**src/pbcmd_pkg.sv**
```systemverilog
// Purpose: Shared constants for the primary command register block
// Assumes: Configuration space addressed by byte, one 32-bit word each
// Notes: Status half of the word holds only the parity-detected flag
package pbcmd_pkg;

  localparam int PBCMD_ADDR_W = 12;
  localparam logic [11:0] PBCMD_CMD_OFFSET = 12'h004;

  localparam int PBCMD_IO_BIT = 0;
  localparam int PBCMD_MEM_BIT = 1;
  localparam int PBCMD_BME_BIT = 2;
  localparam int PBCMD_SPC_BIT = 3;
  localparam int PBCMD_MWI_BIT = 4;
  localparam int PBCMD_VGA_BIT = 5;
  localparam int PBCMD_PER_BIT = 6;
  localparam int PBCMD_WAIT_BIT = 7;
  localparam int PBCMD_SERR_BIT = 8;
  localparam int PBCMD_FBB_BIT = 9;
  localparam int PBCMD_INTD_BIT = 10;
  localparam int PBCMD_MDPE_BIT = 24;

  // Writable command bits: 0, 1, 2, 6, 8, 10
  localparam logic [15:0] PBCMD_CMD_WMASK = 16'h0547;
  localparam logic [15:0] PBCMD_CMD_RESET = 16'h0000;
  localparam logic PBCMD_MDPE_RESET = 1'b0;

  localparam int PBCMD_SYNC_STAGES = 2;

endpackage : pbcmd_pkg

```
**src/pbcmd_primary.sv**
```systemverilog
// Purpose: Primary command register and the gating it applies
// Assumes: Config accesses and event inputs come from core_clk logic;
//   mode straps come from pins
// Notes: Read data returns one cycle after the read strobe
// What this block does
// RULE1 - Bit 0 clear ignores primary I/O; set lets the bridge claim them.
// RULE2 - Bit 1 clear ignores primary memory; set lets the bridge claim them.
// RULE3 - Bit 2 clear: no primary mastering, no secondary memory/I/O response.
// RULE4 - Bit 2 set: master primary memory/I/O forwarded from secondary.
// RULE5 - Reverse bridge on PCI-X may issue split completions regardless.
// RULE6 - Bit 3 reads zero; special cycles are never claimed.
// RULE7 - Bit 4 reads zero; write-invalidate only when forwarded, not PCI-X.
// RULE8 - Bit 5 reads zero; palette snoops on primary are ignored.
// RULE9 - Bit 6 set: parity error or poisoned TLP sets the detected flag.
// RULE10 - Bit 6 clear: parity errors are ignored, traffic carries on.
// RULE11 - Bit 7 reads zero, wait cycle control absent.
// RULE12 - Forward mode sends error messages only while bit 8 set.
// RULE13 - Reverse mode drives the system error pin only while bit 8 set.
// RULE14 - Bit 9 reads zero, fast back-to-back absent.
// RULE15 - Bit 10 set blocks and releases INTx; clear allows INTx.
// RULE16 - Status bit 24 is write-one-to-clear, set only with bit 6 set.
// RULE17 - Writable bits reset to zero; bits 15 to 11 read zero.
`timescale 1ns/10ps
module pbcmd_primary
  import pbcmd_pkg::*;
#(
  parameter int ADDR_W = PBCMD_ADDR_W
)
(
  input wire logic core_clk,
  input wire logic reset,
  input wire logic cfg_wr,
  input wire logic cfg_rd,
  input wire logic [ADDR_W-1:0] cfg_addr,
  input wire logic [3:0] cfg_be,
  input wire logic [31:0] cfg_wdata,
  output logic [31:0] cfg_rdata,
  output logic cfg_rvalid,
  input wire logic reverse_strap,
  input wire logic pcix_strap,
  input wire logic pri_io_hit,
  input wire logic pri_mem_hit,
  input wire logic fwd_req,
  input wire logic fwd_mwi,
  input wire logic split_cmpl_req,
  input wire logic sec_hit,
  input wire logic parity_event,
  input wire logic err_event,
  input wire logic intx_req,
  output logic pri_io_claim,
  output logic pri_mem_claim,
  output logic pri_master_req,
  output logic pri_mwi_cmd,
  output logic pri_split_req,
  output logic sec_claim,
  output logic err_msg_send,
  output logic serr_out,
  output logic serr_oe,
  output logic intx_assert
);

  logic [15:0] cmd;
  logic [15:0] next_cmd;
  logic [1:0] strap_sync;
  logic reverse_mode;
  logic pcix_mode;
  logic mdpe;
  logic [31:0] next_rdata;

  // Decode
  wire cmd_hit = (cfg_addr == PBCMD_CMD_OFFSET[ADDR_W-1:0]);
  wire wr_hit = cfg_wr & cmd_hit;
  wire rd_hit = cfg_rd & cmd_hit;
  wire [15:0] lane_mask = {{8{cfg_be[1]}}, {8{cfg_be[0]}}};
  wire [15:0] wr_mask = PBCMD_CMD_WMASK & lane_mask & {16{wr_hit}};

  wire io_en = cmd[PBCMD_IO_BIT];
  wire mem_en = cmd[PBCMD_MEM_BIT];
  wire bme = cmd[PBCMD_BME_BIT];
  wire per_en = cmd[PBCMD_PER_BIT];
  wire serr_en = cmd[PBCMD_SERR_BIT];
  wire intx_dis = cmd[PBCMD_INTD_BIT];

  // Only writable bits ever change; the rest hold reset zero
  assign next_cmd = (cmd & ~wr_mask) | (cfg_wdata[15:0] & wr_mask); // [RULE17]

  wire mdpe_set = parity_event & per_en; // [RULE9] [RULE10] [RULE16]
  wire mdpe_clr = wr_hit & cfg_be[3] & cfg_wdata[PBCMD_MDPE_BIT]; // [RULE16]

  // Read view: hard-wired zero bits masked out
  wire [15:0] cmd_view = cmd & PBCMD_CMD_WMASK; // [RULE6] [RULE7] [RULE8]
  wire [31:0] status_view = {7'h00, mdpe, 8'h00, cmd_view}; // [RULE11]
  assign next_rdata = rd_hit ? status_view : 32'h0000_0000; // [RULE14]

  // Transaction gating
  wire next_io_claim = pri_io_hit & io_en; // [RULE1]
  wire next_mem_claim = pri_mem_hit & mem_en; // [RULE2]
  wire next_master = fwd_req & bme; // [RULE3] [RULE4]
  wire next_sec = sec_hit & bme; // [RULE3]
  // Write-invalidate passes only with a forwarded request, never on PCI-X
  wire next_mwi = fwd_req & fwd_mwi & bme & ~pcix_mode; // [RULE7]
  wire split_ok = reverse_mode & pcix_mode; // [RULE5]
  wire next_split = split_cmpl_req & (split_ok | bme); // [RULE5]
  wire next_msg = err_event & serr_en & ~reverse_mode; // [RULE12]
  wire next_serr = err_event & serr_en & reverse_mode; // [RULE13]
  wire next_intx = intx_req & ~intx_dis; // [RULE15]

  pbcmd_sync #(
    .WIDTH(2)
  ) u_strap_sync (
    .core_clk(core_clk),
    .reset(reset),
    .pin_level({pcix_strap, reverse_strap}),
    .sync_level(strap_sync)
  );

  assign reverse_mode = strap_sync[0];
  assign pcix_mode = strap_sync[1];

  pbcmd_flag u_mdpe (
    .core_clk(core_clk),
    .reset(reset),
    .set_evt(mdpe_set),
    .clr_evt(mdpe_clr),
    .flag(mdpe)
  );

  always_ff @(posedge core_clk)
  begin
    if (reset)
    begin
      cmd <= PBCMD_CMD_RESET; // [RULE17]
      cfg_rdata <= 32'h0000_0000;
      cfg_rvalid <= 1'b0;
    end
    else
    begin
      cmd <= next_cmd;
      cfg_rdata <= next_rdata;
      cfg_rvalid <= cfg_rd;
    end
  end

  always_ff @(posedge core_clk)
  begin
    if (reset)
    begin
      pri_io_claim <= 1'b0;
      pri_mem_claim <= 1'b0;
      pri_master_req <= 1'b0;
      pri_mwi_cmd <= 1'b0;
      pri_split_req <= 1'b0;
      sec_claim <= 1'b0;
    end
    else
    begin
      pri_io_claim <= next_io_claim;
      pri_mem_claim <= next_mem_claim;
      pri_master_req <= next_master;
      pri_mwi_cmd <= next_mwi;
      pri_split_req <= next_split;
      sec_claim <= next_sec;
    end
  end

  // Open-drain system error pin: drive low while enabled
  always_ff @(posedge core_clk)
  begin
    if (reset)
    begin
      err_msg_send <= 1'b0;
      serr_out <= 1'b1;
      serr_oe <= 1'b0;
      intx_assert <= 1'b0;
    end
    else
    begin
      err_msg_send <= next_msg;
      serr_out <= ~next_serr;
      serr_oe <= next_serr;
      intx_assert <= next_intx;
    end
  end
endmodule // pbcmd_primary

```
**src/pbcmd_sync.sv**
```systemverilog
// Purpose: Two-flop synchroniser for static mode straps
// Assumes: Inputs are levels from pins, not pulses
// Notes: First stage is read only by the second stage
`timescale 1ns/10ps
module pbcmd_sync
  import pbcmd_pkg::*;
#(
  parameter int WIDTH = 2
)
(
  input wire logic core_clk,
  input wire logic reset,
  input wire logic [WIDTH-1:0] pin_level,
  output logic [WIDTH-1:0] sync_level
);

  genvar gi;
  generate
    for (gi = 0; gi < WIDTH; gi++)
    begin : g_bit
      logic stage1;
      logic stage2;
      always_ff @(posedge core_clk)
      begin
        if (reset)
        begin
          stage1 <= 1'b0;
          stage2 <= 1'b0;
        end
        else
        begin
          stage1 <= pin_level[gi];
          stage2 <= stage1;
        end
      end
      assign sync_level[gi] = stage2;
    end
  endgenerate

endmodule // pbcmd_sync

```
**src/pbcmd_flag.sv**
```systemverilog
// Purpose: Sticky status flag, hardware set, write-one-to-clear
// Assumes: Set and clear are single-cycle strobes on core_clk
// Notes: A set in the clearing cycle wins, so no event is lost
`timescale 1ns/10ps
module pbcmd_flag
  import pbcmd_pkg::*;
(
  input wire logic core_clk,
  input wire logic reset,
  input wire logic set_evt,
  input wire logic clr_evt,
  output logic flag
);

  logic next_flag;

  assign next_flag = set_evt | (flag & ~clr_evt);

  always_ff @(posedge core_clk)
  begin
    if (reset)
      flag <= PBCMD_MDPE_RESET;
    else
      flag <= next_flag;
  end

endmodule // pbcmd_flag

```
**config.mk**
```make
export PLATFORM = sky130hd
export DESIGN_NAME = pbcmd_primary
export DESIGN_NICKNAME = d
export VERILOG_FILES = /design/src/pbcmd_pkg.sv /design/src/pbcmd_primary.sv /design/src/pbcmd_sync.sv /design/src/pbcmd_flag.sv
export SDC_FILE = /design/constraint.sdc
export NUM_CORES = 1
export LEC_CHECK = 0
export ABC_AREA = 1
export BUFFER_PORTS_ARGS = -buffer_cell sky130_fd_sc_hd__buf_2
export CORE_MARGIN = 3
export CORE_UTILIZATION = 33
export DETAILED_ROUTE_END_ITERATION = 10
export GPL_ROUTABILITY_DRIVEN = 1
export PLACE_DENSITY = 0.75
export SLEW_MARGIN = 20
export SYNTH_ARGS = -nofsm -noshare
export SYNTH_HDL_FRONTEND = slang
export SYNTH_HIERARCHICAL = 1
export SYNTH_SLANG_ARGS = --single-unit
```
**constraint.sdc**
```tcl
create_clock -name core_clk -period 0.8 [get_ports core_clk]
set_input_delay 0.12 -clock core_clk [delete_from_list [all_inputs] [get_ports core_clk]]
set_output_delay 0.12 -clock core_clk [all_outputs]
set_load 0.01 [all_outputs]
```
### Word-level counts from Yosys, hierarchy flattened

Cells that the tools add are included.

| storage, ports and cells | value |
|---|---|
| flip-flop bits (word level) | 64 |
| latch bits | 0 |
| memory bits (writable) | 0 |
| bits in read-only memories | 0 |
| output and inout port bits | 43 |
| logic and storage cells | 53 |
| memories kept | 0 |

| operators by class | value |
|---|---|
| add/sub/neg operators | 0 |
| multipliers | 0 |
| divide/modulo/power cells | 0 |
| magnitude comparators | 0 |
| equal/unequal tests | 1 |
| shifts and indexed selects | 0 |
| multiplexer cells | 0 |
| bitwise gates (word level) | 32 |
| reductions and logical operators | 1 |

Operators by type and width:

| kind | count |
|---|---|
| AND 16 bit | 2 |
| AND 1 bit | 19 |
| AND 11 x 16 -> 16 bit | 1 |
| inverter 16 bit | 1 |
| bitwise OR 16 bit | 1 |
| equality test 12 x 3 -> 1 bit (second input constant) | 1 |
| inverter 1 bit | 6 |
| bitwise OR 1 bit | 2 |
| OR reduction 2 bit | 1 |

### Longest topological paths before layout

Gate-level depths: netlist of the first run.

| depth | value |
|---|---|
| depth in word-level cells | 7 |
| depth in mapped cells | 8 |
| mapped depth without buffers | 8 |

### Hierarchy

Netlist of the first run, hierarchy kept.

Modules (own cells, without submodules):

| module | times used | cells each | area an instance (µm²) | sequential area each (µm²) |
|---|---|---|---|---|
| pbcmd_primary | 1 | 131 | 1,023.5 | 480.5 |
| pbcmd_sync | 1 | 14 | 125.1 | 80.1 |
| pbcmd_flag | 1 | 5 | 40.0 | 20.0 |

### Worst setup path after synthesis of the first run

Ideal clock, no wire load.

| timing | value |
|---|---|
| kind | input to register |
| start point | in cfg_addr[5] |
| end point | reg u_mdpe.flag |
| library setup time | 114 ps |
| arrival | 740 ps |
| data required time | 686 ps |
| path slack | -53 ps |
| stages | 8 |
| buffers on the path | 0 |
| cells stage by stage | nor2_1 -> nand2_1 -> nor2_4 -> nand3_1 -> nor2_1 -> inv_1 -> nand2_1 -> a21oi_2 |

| between the ends | value |
|---|---|
| word-level cells in the longest chain between the ends | 7 |

Ends and longest elaborated chain:

| what | RTL line | text |
|---|---|---|
| start, declared | pbcmd_primary.sv:34 | `input wire logic [ADDR_W-1:0] cfg_addr,` |
| equality test 12 x 3 -> 1 bit | pbcmd_primary.sv:71 | `wire cmd_hit = (cfg_addr == PBCMD_CMD_OFFSET[ADDR_W-1:0]);` |
| AND 1 bit | pbcmd_primary.sv:72 | `wire wr_hit = cfg_wr & cmd_hit;` |
| AND 1 bit (2 in series) | pbcmd_primary.sv:88 | `wire mdpe_clr = wr_hit & cfg_be[3] & cfg_wdata[PBCMD_MDPE_BIT];` |
| via mdpe_clr | pbcmd_primary.sv:88 |  |
| inverter 1 bit | pbcmd_flag.sv:17 | `assign next_flag = set_evt \| (flag & ~clr_evt);` |
| AND 1 bit | pbcmd_flag.sv:17 |  |
| bitwise OR 1 bit | pbcmd_flag.sv:17 |  |
| end signal, assigned | pbcmd_flag.sv:24 | `flag <= next_flag;` |
| end, declared | pbcmd_flag.sv:12 | `output logic flag` |

The timed path passes the listed nets, and every way through them passes these cells.
A chain may end at the register's enable or synchronous reset.

### Worst setup path after layout of the first run

| timing | value |
|---|---|
| start point | reg pri_mwi_cmd |
| end point | out pri_mwi_cmd |

RTL lines:

| what | RTL line | text |
|---|---|---|
| start, declared | pbcmd_primary.sv:53 | `output logic pri_mwi_cmd,` |
| start signal, assigned | pbcmd_primary.sv:160 | `pri_mwi_cmd <= next_mwi;` |

No word-level cell between the ends.

==> results.ini, run 1 <==
[run_status]
violations=negative setup slack
outcome=finished, violations left

[setup_path]
criticalPathCategory=reg -> out
startpoint_type=flip-flop
arrival_ns=0.77
critPathRequiredTime_ns=0.68
reg2reg_slack_ns=0.12
crit_family=flip-flops
crit_slowest_cell=dfxtp_1
cp_max_fo=1
cp.buffers_inverters=1
cp_slowest_stage_delay_ns=0.31
endpoint_kind=output port
path_cells=buf_2

[synth]
synthTopCellsByCount=34 x nor2_1, 29 x dfxtp_1, 27 x buf_4, 26 x nand2_1, 19 x inv_1
yosysTopAreaCell=dfxtp_1
synth_compound_area_share_pct=1.16
synth_edf_count=0
synthMuxAreaShare_pct=0
ys_types=18
synth.most_common_cell=nor2_1
synthXorXnorAreaFrac_pct=0
avgSynthCellArea_sq_um=7.92
synth_area_leaders=dfxtp_1 49%, buf_4 17%, nor2_1 11%
synth.yosys.seq_area_share_pct=48.8
ys_async_sr_fraction_pct=0
synth_top_family_by_area=simple AND/OR/NAND/NOR gates
yosysWarnings=6
post_synth_and_or_nand_nor_area_fraction_pct=26.0
ys.flop_type=dfxtp_1
syn_inst=150
synth-seq-cells=29
yosys.area_share.adder_pct=0
synth_area_sq_mm=0.00119
synth_top_area_share_pct=48.8

[power]
switchingPower_mw=0.668
intPower_mw=1.92
peakVddDrop_v=0.000453
p_seq_share_pct=56.5
p_sw_share_pct=25.8
p_comb_share_pct=10.7
p_leak_nw=0.880
power.density_mw_per_mm2=1570
p_clk_share_pct=32.7

[die]
die_x_um=66.0
ios=106
core_sq_mm=0.00339
std_cell_rows=21
dieHeight_um=66.0
die_area_sq_mm=0.00436
start_util_pct=35.1

[sta]
rsz0062_at_grt=true
period_needed_ns=0.893
setup_ws_ns=-0.0928
setup_tns_ns=-1.54
setup_violations=18
fmax_mhz=1120
slew_viol_final=0
finalCritPeriodShare_pct=112
skew_ns=0.0107
hold_viol=0
timing.hold.ws_ns=0.0122

[finish]
fillers=340
nets=286
areaGrowthSynthToFinish_pct=38.9
layout.cells.non_filler=270
n_antenna_cell=0
drive_gt1_share_pct=36.6

[global_route]
overflow=0
grt_util_all_layers_pct=11.3
grt_pass1_vias=845
grt_pass1_wl_mm=3.45
antenna_found_initial=0
grt_max_degree=11

[clocking]
path_clk_slew_ns=0.10
clkSinkCount=29
h-tree-depth=2
ctsRootBufferMaster=clkbuf_4
cts_buffers=5
worst_skew_pair.late_latency_ns=0.34
cts_setup_buffers=0
cts_tree=yes
cts_buffer_depth=2

[detailed_routing]
vias=1026
drt_iter0_drc=38
routed_via_density=3.80
drc=0
dr.pass1.iters=4
wl_mm=2.41
antenna_left=0
wire_per_inst_um=8.93

[place]
hpwl_mm=1.85
port_buffers=54
placed_cells=252
gp_congestion=0.744
dp_slack_ns=-0.227

[job]
drv_cap=0

[worst_hold_path]
hold_path.class=in -> reg

power groups by stage:
| stage | Combinational [mW] | Clock, mW | Sequential [mW] |
|---|---|---|---|
| after floorplan | 0.192 | 0 | 1.50 |
| after global placement | 0.229 | 0 | 1.50 |
| after detailed placement | 0.234 | 0 | 1.50 |
| after CTS | 0.269 | 0.873 | 1.46 |
| after global routing | 0.305 | 0.938 | 1.46 |
| final | 0.278 | 0.847 | 1.46 |
layer usage:
metal  GRT usage, %  wire length [um]
met5              0                 0
met4           9.90                65
met3           4.76               260
met2           19.6              1260
met1           9.80               825
repair_timing:
action / CTS / global route
endpoints found under the setup margin: 18 / 18
endpoints found under the hold margin: 9 / 1
resized for setup: 2 / 6
hold buffers: 9 / 1
logic make-up after synthesis:
kind of cell           count (synthesis)
flip-flops                            29
AND/OR/NAND/NOR                       70
AO/OA/AOI/OAI                          2
other                                  1
buffers and inverters                 48
path summary, 6_finish.rpt:
kind,to,startpoint,cells after the start
min,intx_assert,intx_req,3
min reg2reg,u_strap_sync/g_bit[1].stage2,u_strap_sync/g_bit[1].stage1,2
max,pri_mwi_cmd,pri_mwi_cmd,1
max reg2reg,flip-flop,flip-flop,4
through the flow:
step	total power, mW	area, sq um	utilization, %
floorplan	1.69	1300	-
global placement	1.72	1470	43.3
detailed placement	1.73	1470	43.3
CTS	2.60	1620	47.8
global route	2.71	1650	48.7
finish	2.59	1650	48.7
placed cells by master, fill, tap and decap left out:
cell	Yosys	layout
buf_2	0	50
nor2_1	34	31
nand2_1	26	25
dfxtp_1	29	25
conb_1	1	25
inv_1	19	19
dlygate4sd3_1	0	10
clkbuf_4	0	5
buf_4	27	5
nor2_4	1	4
dfxtp_2	0	4
buf_6	0	4
nand3_1	3	3
nand2_2	1	2
clkinv_2	0	2
nor2_2	1	1
inv_2	1	1
nand4_4	1	1
clkinv_1	1	1
nand4_2	1	1
a21oi_1	1	1
nor3_1	1	1
nand4_1	1	1
clkinvlp_4	0	1
a21oi_2	1	1
layout make-up:
cell class	count	area (sq um)	area share, %
Tap cell	46	57.6	3.48
Timing Repair Buffer	69	433	26.2
Clock inverter	3	17.5	1.06
Sequential cell	29	586	35.5
Multi-Input combinational cell	97	442	26.7
Clock buffer	5	37.5	2.27
Inverter	21	78.8	4.77
Note: power is estimated with default switching activity, not from simulation.
==> run 2: changes to the inputs <==
CORE_MARGIN = 2   (was 3)
==> run 2 against run 1 <==
  * The flow still finishes with violations (negative setup slack)
  * Count of clock-buffer cells in the layout increased by 2
  * Register-to-register slack about the same
  * Cell count decreased by 2.6%
  * Non-clock buffer count decreased by 6
  * Power decreased by 0.33%
  * Combinational power decreased by 8.6%
  * First-iteration DRC count increased by 13%
  * Critical path type unchanged
==> results.ini, run 2 (same netlist as run 1, synthesis figures left out) <==
[sta]
hold_viol=0  ; unchanged
setup_tns_ns=-1.21  ; +0.330 ns
setup_ws_ns=-0.0801  ; +0.0127 ns
fmax_mhz=1140  ; +1.4%
skew_ns=0.00497  ; -0.00571 ns
finalCritPeriodShare_pct=110  ; -1.6 points
period_needed_ns=0.880  ; -0.0127 ns
rsz0062_at_grt=true
setup_violations=18  ; unchanged
slew_viol_final=0  ; unchanged

[run_status]
outcome=finished, violations left
violations=negative setup slack

[die]
dieHeight_um=64.0  ; -3.0%
ios=106  ; unchanged
start_util_pct=35.1  ; unchanged
die_x_um=64.0  ; -3.0%
die_area_sq_mm=0.00410  ; -6.0%
std_cell_rows=21  ; unchanged
core_sq_mm=0.00339  ; unchanged

[setup_path]
criticalPathCategory=reg -> out
cp_max_fo=1  ; unchanged
critPathRequiredTime_ns=0.68  ; about the same
crit_slowest_cell=dfxtp_2
reg2regPathDepth=4  ; unchanged
arrival_ns=0.76  ; about the same
crit_start=pri_mem_claim
path_cells=buf_6
cp_slowest_stage_delay_ns=0.33  ; +0.02 ns
cp-endpoint=pri_mem_claim
crit_family=flip-flops
endpoint_kind=output port
reg2reg_slack_ns=0.11  ; about the same
path_depth=1  ; unchanged
cp.buffers_inverters=1  ; unchanged
startpoint_type=flip-flop

[job]
drv_cap=0  ; unchanged

[place]
dp_slack_ns=-0.240  ; -0.0130 ns
gp_congestion=0.792  ; +6.4%
hpwl_mm=1.77  ; -4.3%
place_area_sq_mm=0.00147  ; unchanged
port_buffers=54  ; unchanged

[power]
p_sw_share_pct=23.1  ; -2.7 points
p_seq_share_pct=56.7  ; +0.2 points
p_leak_nw=0.856  ; -2.7%
intPower_mw=1.98  ; +3.4%
peakVddDrop_v=0.000405  ; -11%
p_comb_share_pct=9.9  ; -0.8 points
p_clk_share_pct=33.4  ; +0.7 points
power.density_mw_per_mm2=1600  ; +2.5%
fin_total_pwr_mw=2.58  ; -0.33%
switchingPower_mw=0.595  ; -11%

[global_route]
antenna_found_initial=0  ; unchanged
overflow=0  ; unchanged
grt_pass1_wl_mm=3.88  ; +13%
grt_pass1_vias=989  ; +17%
grt_max_degree=9  ; -2
grt_util_all_layers_pct=12.7  ; +1.4 points

[clocking]
worst_skew_pair.late_latency_ns=0.32  ; -0.02 ns
cts_buffer_depth=2  ; unchanged
cts_tree=yes
path_clk_slew_ns=0.08  ; -0.02 ns
ctsRootBufferMaster=clkbuf_4
clkSinkCount=29  ; unchanged
cts_buffers=5  ; unchanged
h-tree-depth=2  ; unchanged

[detailed_routing]
vias=1025  ; -0.097%
wire_per_inst_um=8.83  ; -1.1%
drt_iter0_drc=43  ; +13%
antenna_left=0  ; unchanged
wl_mm=2.32  ; -3.7%
dr.pass1.iters=4  ; unchanged
drc=0  ; unchanged
routed_via_density=3.90  ; +2.6%

[worst_hold_path]
hold_path.class=in -> reg

[finish]
nets=280  ; -2.1%
finalInstanceArea_sq_mm=0.00161  ; -2.7%
mostFrequentLayoutCell=buf_2
drive_gt1_share_pct=37.8  ; +1.2 points
n_antenna_cell=0  ; unchanged
finish.utilization_pct=47.4  ; -1.3 points
areaGrowthSynthToFinish_pct=35.2
layout_common_cells=48 x buf_2, 31 x nor2_1, 25 x nand2_1, 25 x conb_1, 23 x dfxtp_1

-- run 2: cell types whose count changed in the layout (fill, tap and decap cells not counted), sizes merged --
| cell | before | now |
|---|---|---|
| clkinvlp | 1 | 0 |
| dlygate4sd3 | 10 | 4 |
| clkinv | 3 | 1 |
| clkbuf | 5 | 7 |
-- run 2: worst min-delay path by stage --
stage | slack [ns] | endpoint | startpoint | cells after the start
after global placement | 0.32 | flip-flop | cfg_wdata[2] | 3
after detailed placement | 0.33 | u_strap_sync/g_bit[1].stage1 | pcix_strap | 3
after global routing | 0.01 | sec_claim | sec_hit | 3
after floorplan | 0.18 | u_mdpe/flag | reset | 1
final | 0.02 | intx_assert | intx_req | 3
after CTS | 0.000005 | intx_assert | intx_req | 3
-- run 2: final cells by class --
type                       instances  area, sq um
timing repair buffer              63          385
clock buffer                       7         55.1
fill                             337         1780
inverter                          21         78.8
sequential                        29          588
tap                               46         57.6
multi-input combinational         97          442
-- run 2: what timing repair did --
| item | in CTS | in global routing |
|---|---|---|
| gates cloned | 0 | 0 |
| resized for setup | 3 | 9 |
| endpoints found under the hold margin | 4 | 0 |
| endpoints found under the setup margin | 18 | 20 |
| pin swaps | 0 | 1 |
| hold buffers | 4 | 0 |
| buffers inserted | 0 | 0 |
-- run 2: power by group through the flow --
| stage | clock [mW] | combinational [mW] | sequential, mW |
|---|---|---|---|
| after global routing | 0.949 | 0.283 | 1.46 |
| after floorplan | 0 | 0.192 | 1.50 |
| after global placement | 0 | 0.229 | 1.50 |
| after detailed placement | 0 | 0.234 | 1.50 |
| after CTS | 0.900 | 0.250 | 1.46 |
| final | 0.862 | 0.254 | 1.46 |
-- run 2: metal layers --
metal	share of wire [%]	vias to the layer above	GRT usage (%)
met5	0	-	0
met4	2.8	0	10.3
met3	10	7	4.75
met2	51	49	23.2
met1	36	448	10.9
li1	-	521	-
-- run 2: through the flow --
stage | hold slack [ns] | std cells
2_1_floorplan | 0.182 | 174
3_3_place_gp | 0.325 | 252
3_5_place_dp | 0.330 | 252
4_1_cts | 0.00000472 | 263
5_1_grt | 0.0149 | 263
6_report | 0.0155 | 263
==> run 3: changes to the inputs <==
PLACE_DENSITY = 0.77   (was 0.75)
==> run 3 against run 2 <==
  * The flow still finishes with violations (negative setup slack)
  * Critical path depth did not move
  * Utilization rose by 0.66 points
  * Sequential share of layout area fell by 0.66 points
  * Cell area rose by 1.4%
  * Register-to-register slack barely moved
  * Critical path type unchanged
  * Largest cell class unchanged
  * Highest routed layer unchanged
==> results.ini, run 3 (same netlist as run 1, synthesis figures left out) <==
[sta]
finalCritPeriodShare_pct=110  ; -0.20 points
setup_violations=18  ; unchanged
skew_ns=0.00198  ; -0.00300 ns
period_needed_ns=0.879  ; -0.00156 ns
setup_ws_ns=-0.0785  ; +0.00156 ns
setup_tns_ns=-1.18  ; +0.0274 ns
fmax_mhz=1140  ; +0.18%
slew_viol_final=0  ; unchanged
hold_viol=0  ; unchanged
timing.hold.ws_ns=0.0110  ; -0.00445 ns
rsz0062_at_grt=true

[die]
ios=106  ; unchanged
start_util_pct=35.1  ; unchanged
dieHeight_um=64.0  ; unchanged
die_area_sq_mm=0.00410  ; unchanged
core_sq_mm=0.00339  ; unchanged
std_cell_rows=21  ; unchanged
die_x_um=64.0  ; unchanged

[clocking]
clkSinkCount=29  ; unchanged
worst_skew_pair.late_latency_ns=0.32  ; about the same
cts_buffers=5  ; unchanged
path_clk_slew_ns=0.08  ; about the same
ctsRootBufferMaster=clkbuf_4
h-tree-depth=2  ; unchanged
cts_tree=yes
cts_buffer_depth=2  ; unchanged

[setup_path]
cp.buffers_inverters=1  ; unchanged
critPathRequiredTime_ns=0.68  ; about the same
arrival_ns=0.76  ; about the same
criticalPathCategory=reg -> out
path_cells=buf_6
startpoint_type=flip-flop
cp_max_fo=1  ; unchanged
endpoint_kind=output port
crit_family=flip-flops
crit_slowest_cell=dfxtp_2
cp_slowest_stage_delay_ns=0.33  ; about the same

[power]
fin_total_pwr_mw=2.60  ; +0.71%
peakVddDrop_v=0.000440  ; +8.7%
power.density_mw_per_mm2=1590  ; -0.68%
p_leak_nw=0.863  ; +0.82%

[global_route]
grt_pass1_vias=908  ; -8.2%
overflow=0  ; unchanged
grt_pass1_wl_mm=3.67  ; -5.5%
grt_util_all_layers_pct=11.8  ; -0.94 points
grt_max_degree=9  ; unchanged
antenna_found_initial=0  ; unchanged

[place]
gp_congestion=0.808  ; +2.1%
place_area_sq_mm=0.00147  ; unchanged
hpwl_mm=1.72  ; -2.7%
port_buffers=54  ; unchanged
dp_slack_ns=-0.232  ; +0.00871 ns

[detailed_routing]
drt_iter0_drc=40  ; -7.0%
dr.pass1.iters=4  ; unchanged
drc=0  ; unchanged
vias=1019  ; -0.59%
routed_via_density=3.86  ; -0.96%
wire_per_inst_um=8.50  ; -3.8%
wl_mm=2.24  ; -3.4%
antenna_left=0  ; unchanged

[finish]
regArea_sq_um=586  ; -0.43%
nets=281  ; +0.36%
finalInstanceArea_sq_mm=0.00163  ; +1.4%
areaGrowthSynthToFinish_pct=37.1
drive_gt1_share_pct=37.6  ; -0.17 points
layout_common_cells=48 x buf_2, 30 x nor2_1, 25 x dfxtp_1, 25 x conb_1, 24 x nand2_1
mostFrequentLayoutCell=buf_2
n_antenna_cell=0  ; unchanged
multi_input_area_sq_um=457  ; +3.4%
fillers=328  ; -2.7%

[run_status]
outcome=finished, violations left
violations=negative setup slack

[worst_hold_path]
hold_path.class=in -> reg

[job]
drv_cap=0  ; unchanged

run 3: final timing paths:
path	from	endpoint	slack, ns	depth (start not counted)
worst max-delay path	pri_mem_claim	pri_mem_claim	-0.08	1
worst min register to register	u_strap_sync/g_bit[0].stage1	u_strap_sync/g_bit[0].stage2	0.41	2
worst min-delay path	cfg_wdata[1]	flip-flop	0.01	3
worst max register to register	flip-flop	flip-flop	0.12	4
run 3: where the power goes:
part           internal, mW  switching, mW  leakage, nW  total, mW
Combinational         0.124          0.148        0.595      0.272
Clock                 0.414          0.449       0.0314      0.862
Sequential             1.46        0.00535        0.237       1.46
run 3: layout make-up:
cell class              count  area share, %
flip-flops and latches     29           35.9
multi-input cells          97           28.0
repair buffers             64           24.3
inverters                  21           4.84
well taps                  46           3.53
clock buffers               7           3.38
run 3: timing repair:
item,CTS,global route
buffers inserted,0,0
endpoints found under the hold margin,4,1
setup endpoints to repair,18,20
gates cloned,0,0
hold buffers,4,1
gates resized for setup,6,8
pin swaps,0,8
run 3: routing by layer:
metal | global-route usage, % | wire (um)
met1 | 11.9 | 889
met2 | 20.7 | 1080
met3 | 3.52 | 234
met4 | 8.15 | 36
met5 | 0 | 0
run 3: stage by stage:
| stage | utilization, % | std cells |
|---|---|---|
| 3_3_place_gp | 43.3 | 252 |
| 6_report | 48.1 | 264 |
| 2_1_floorplan | - | 174 |
| 4_1_cts | 46.7 | 263 |
| 5_1_grt | 48.1 | 264 |
| 3_5_place_dp | 43.3 | 252 |
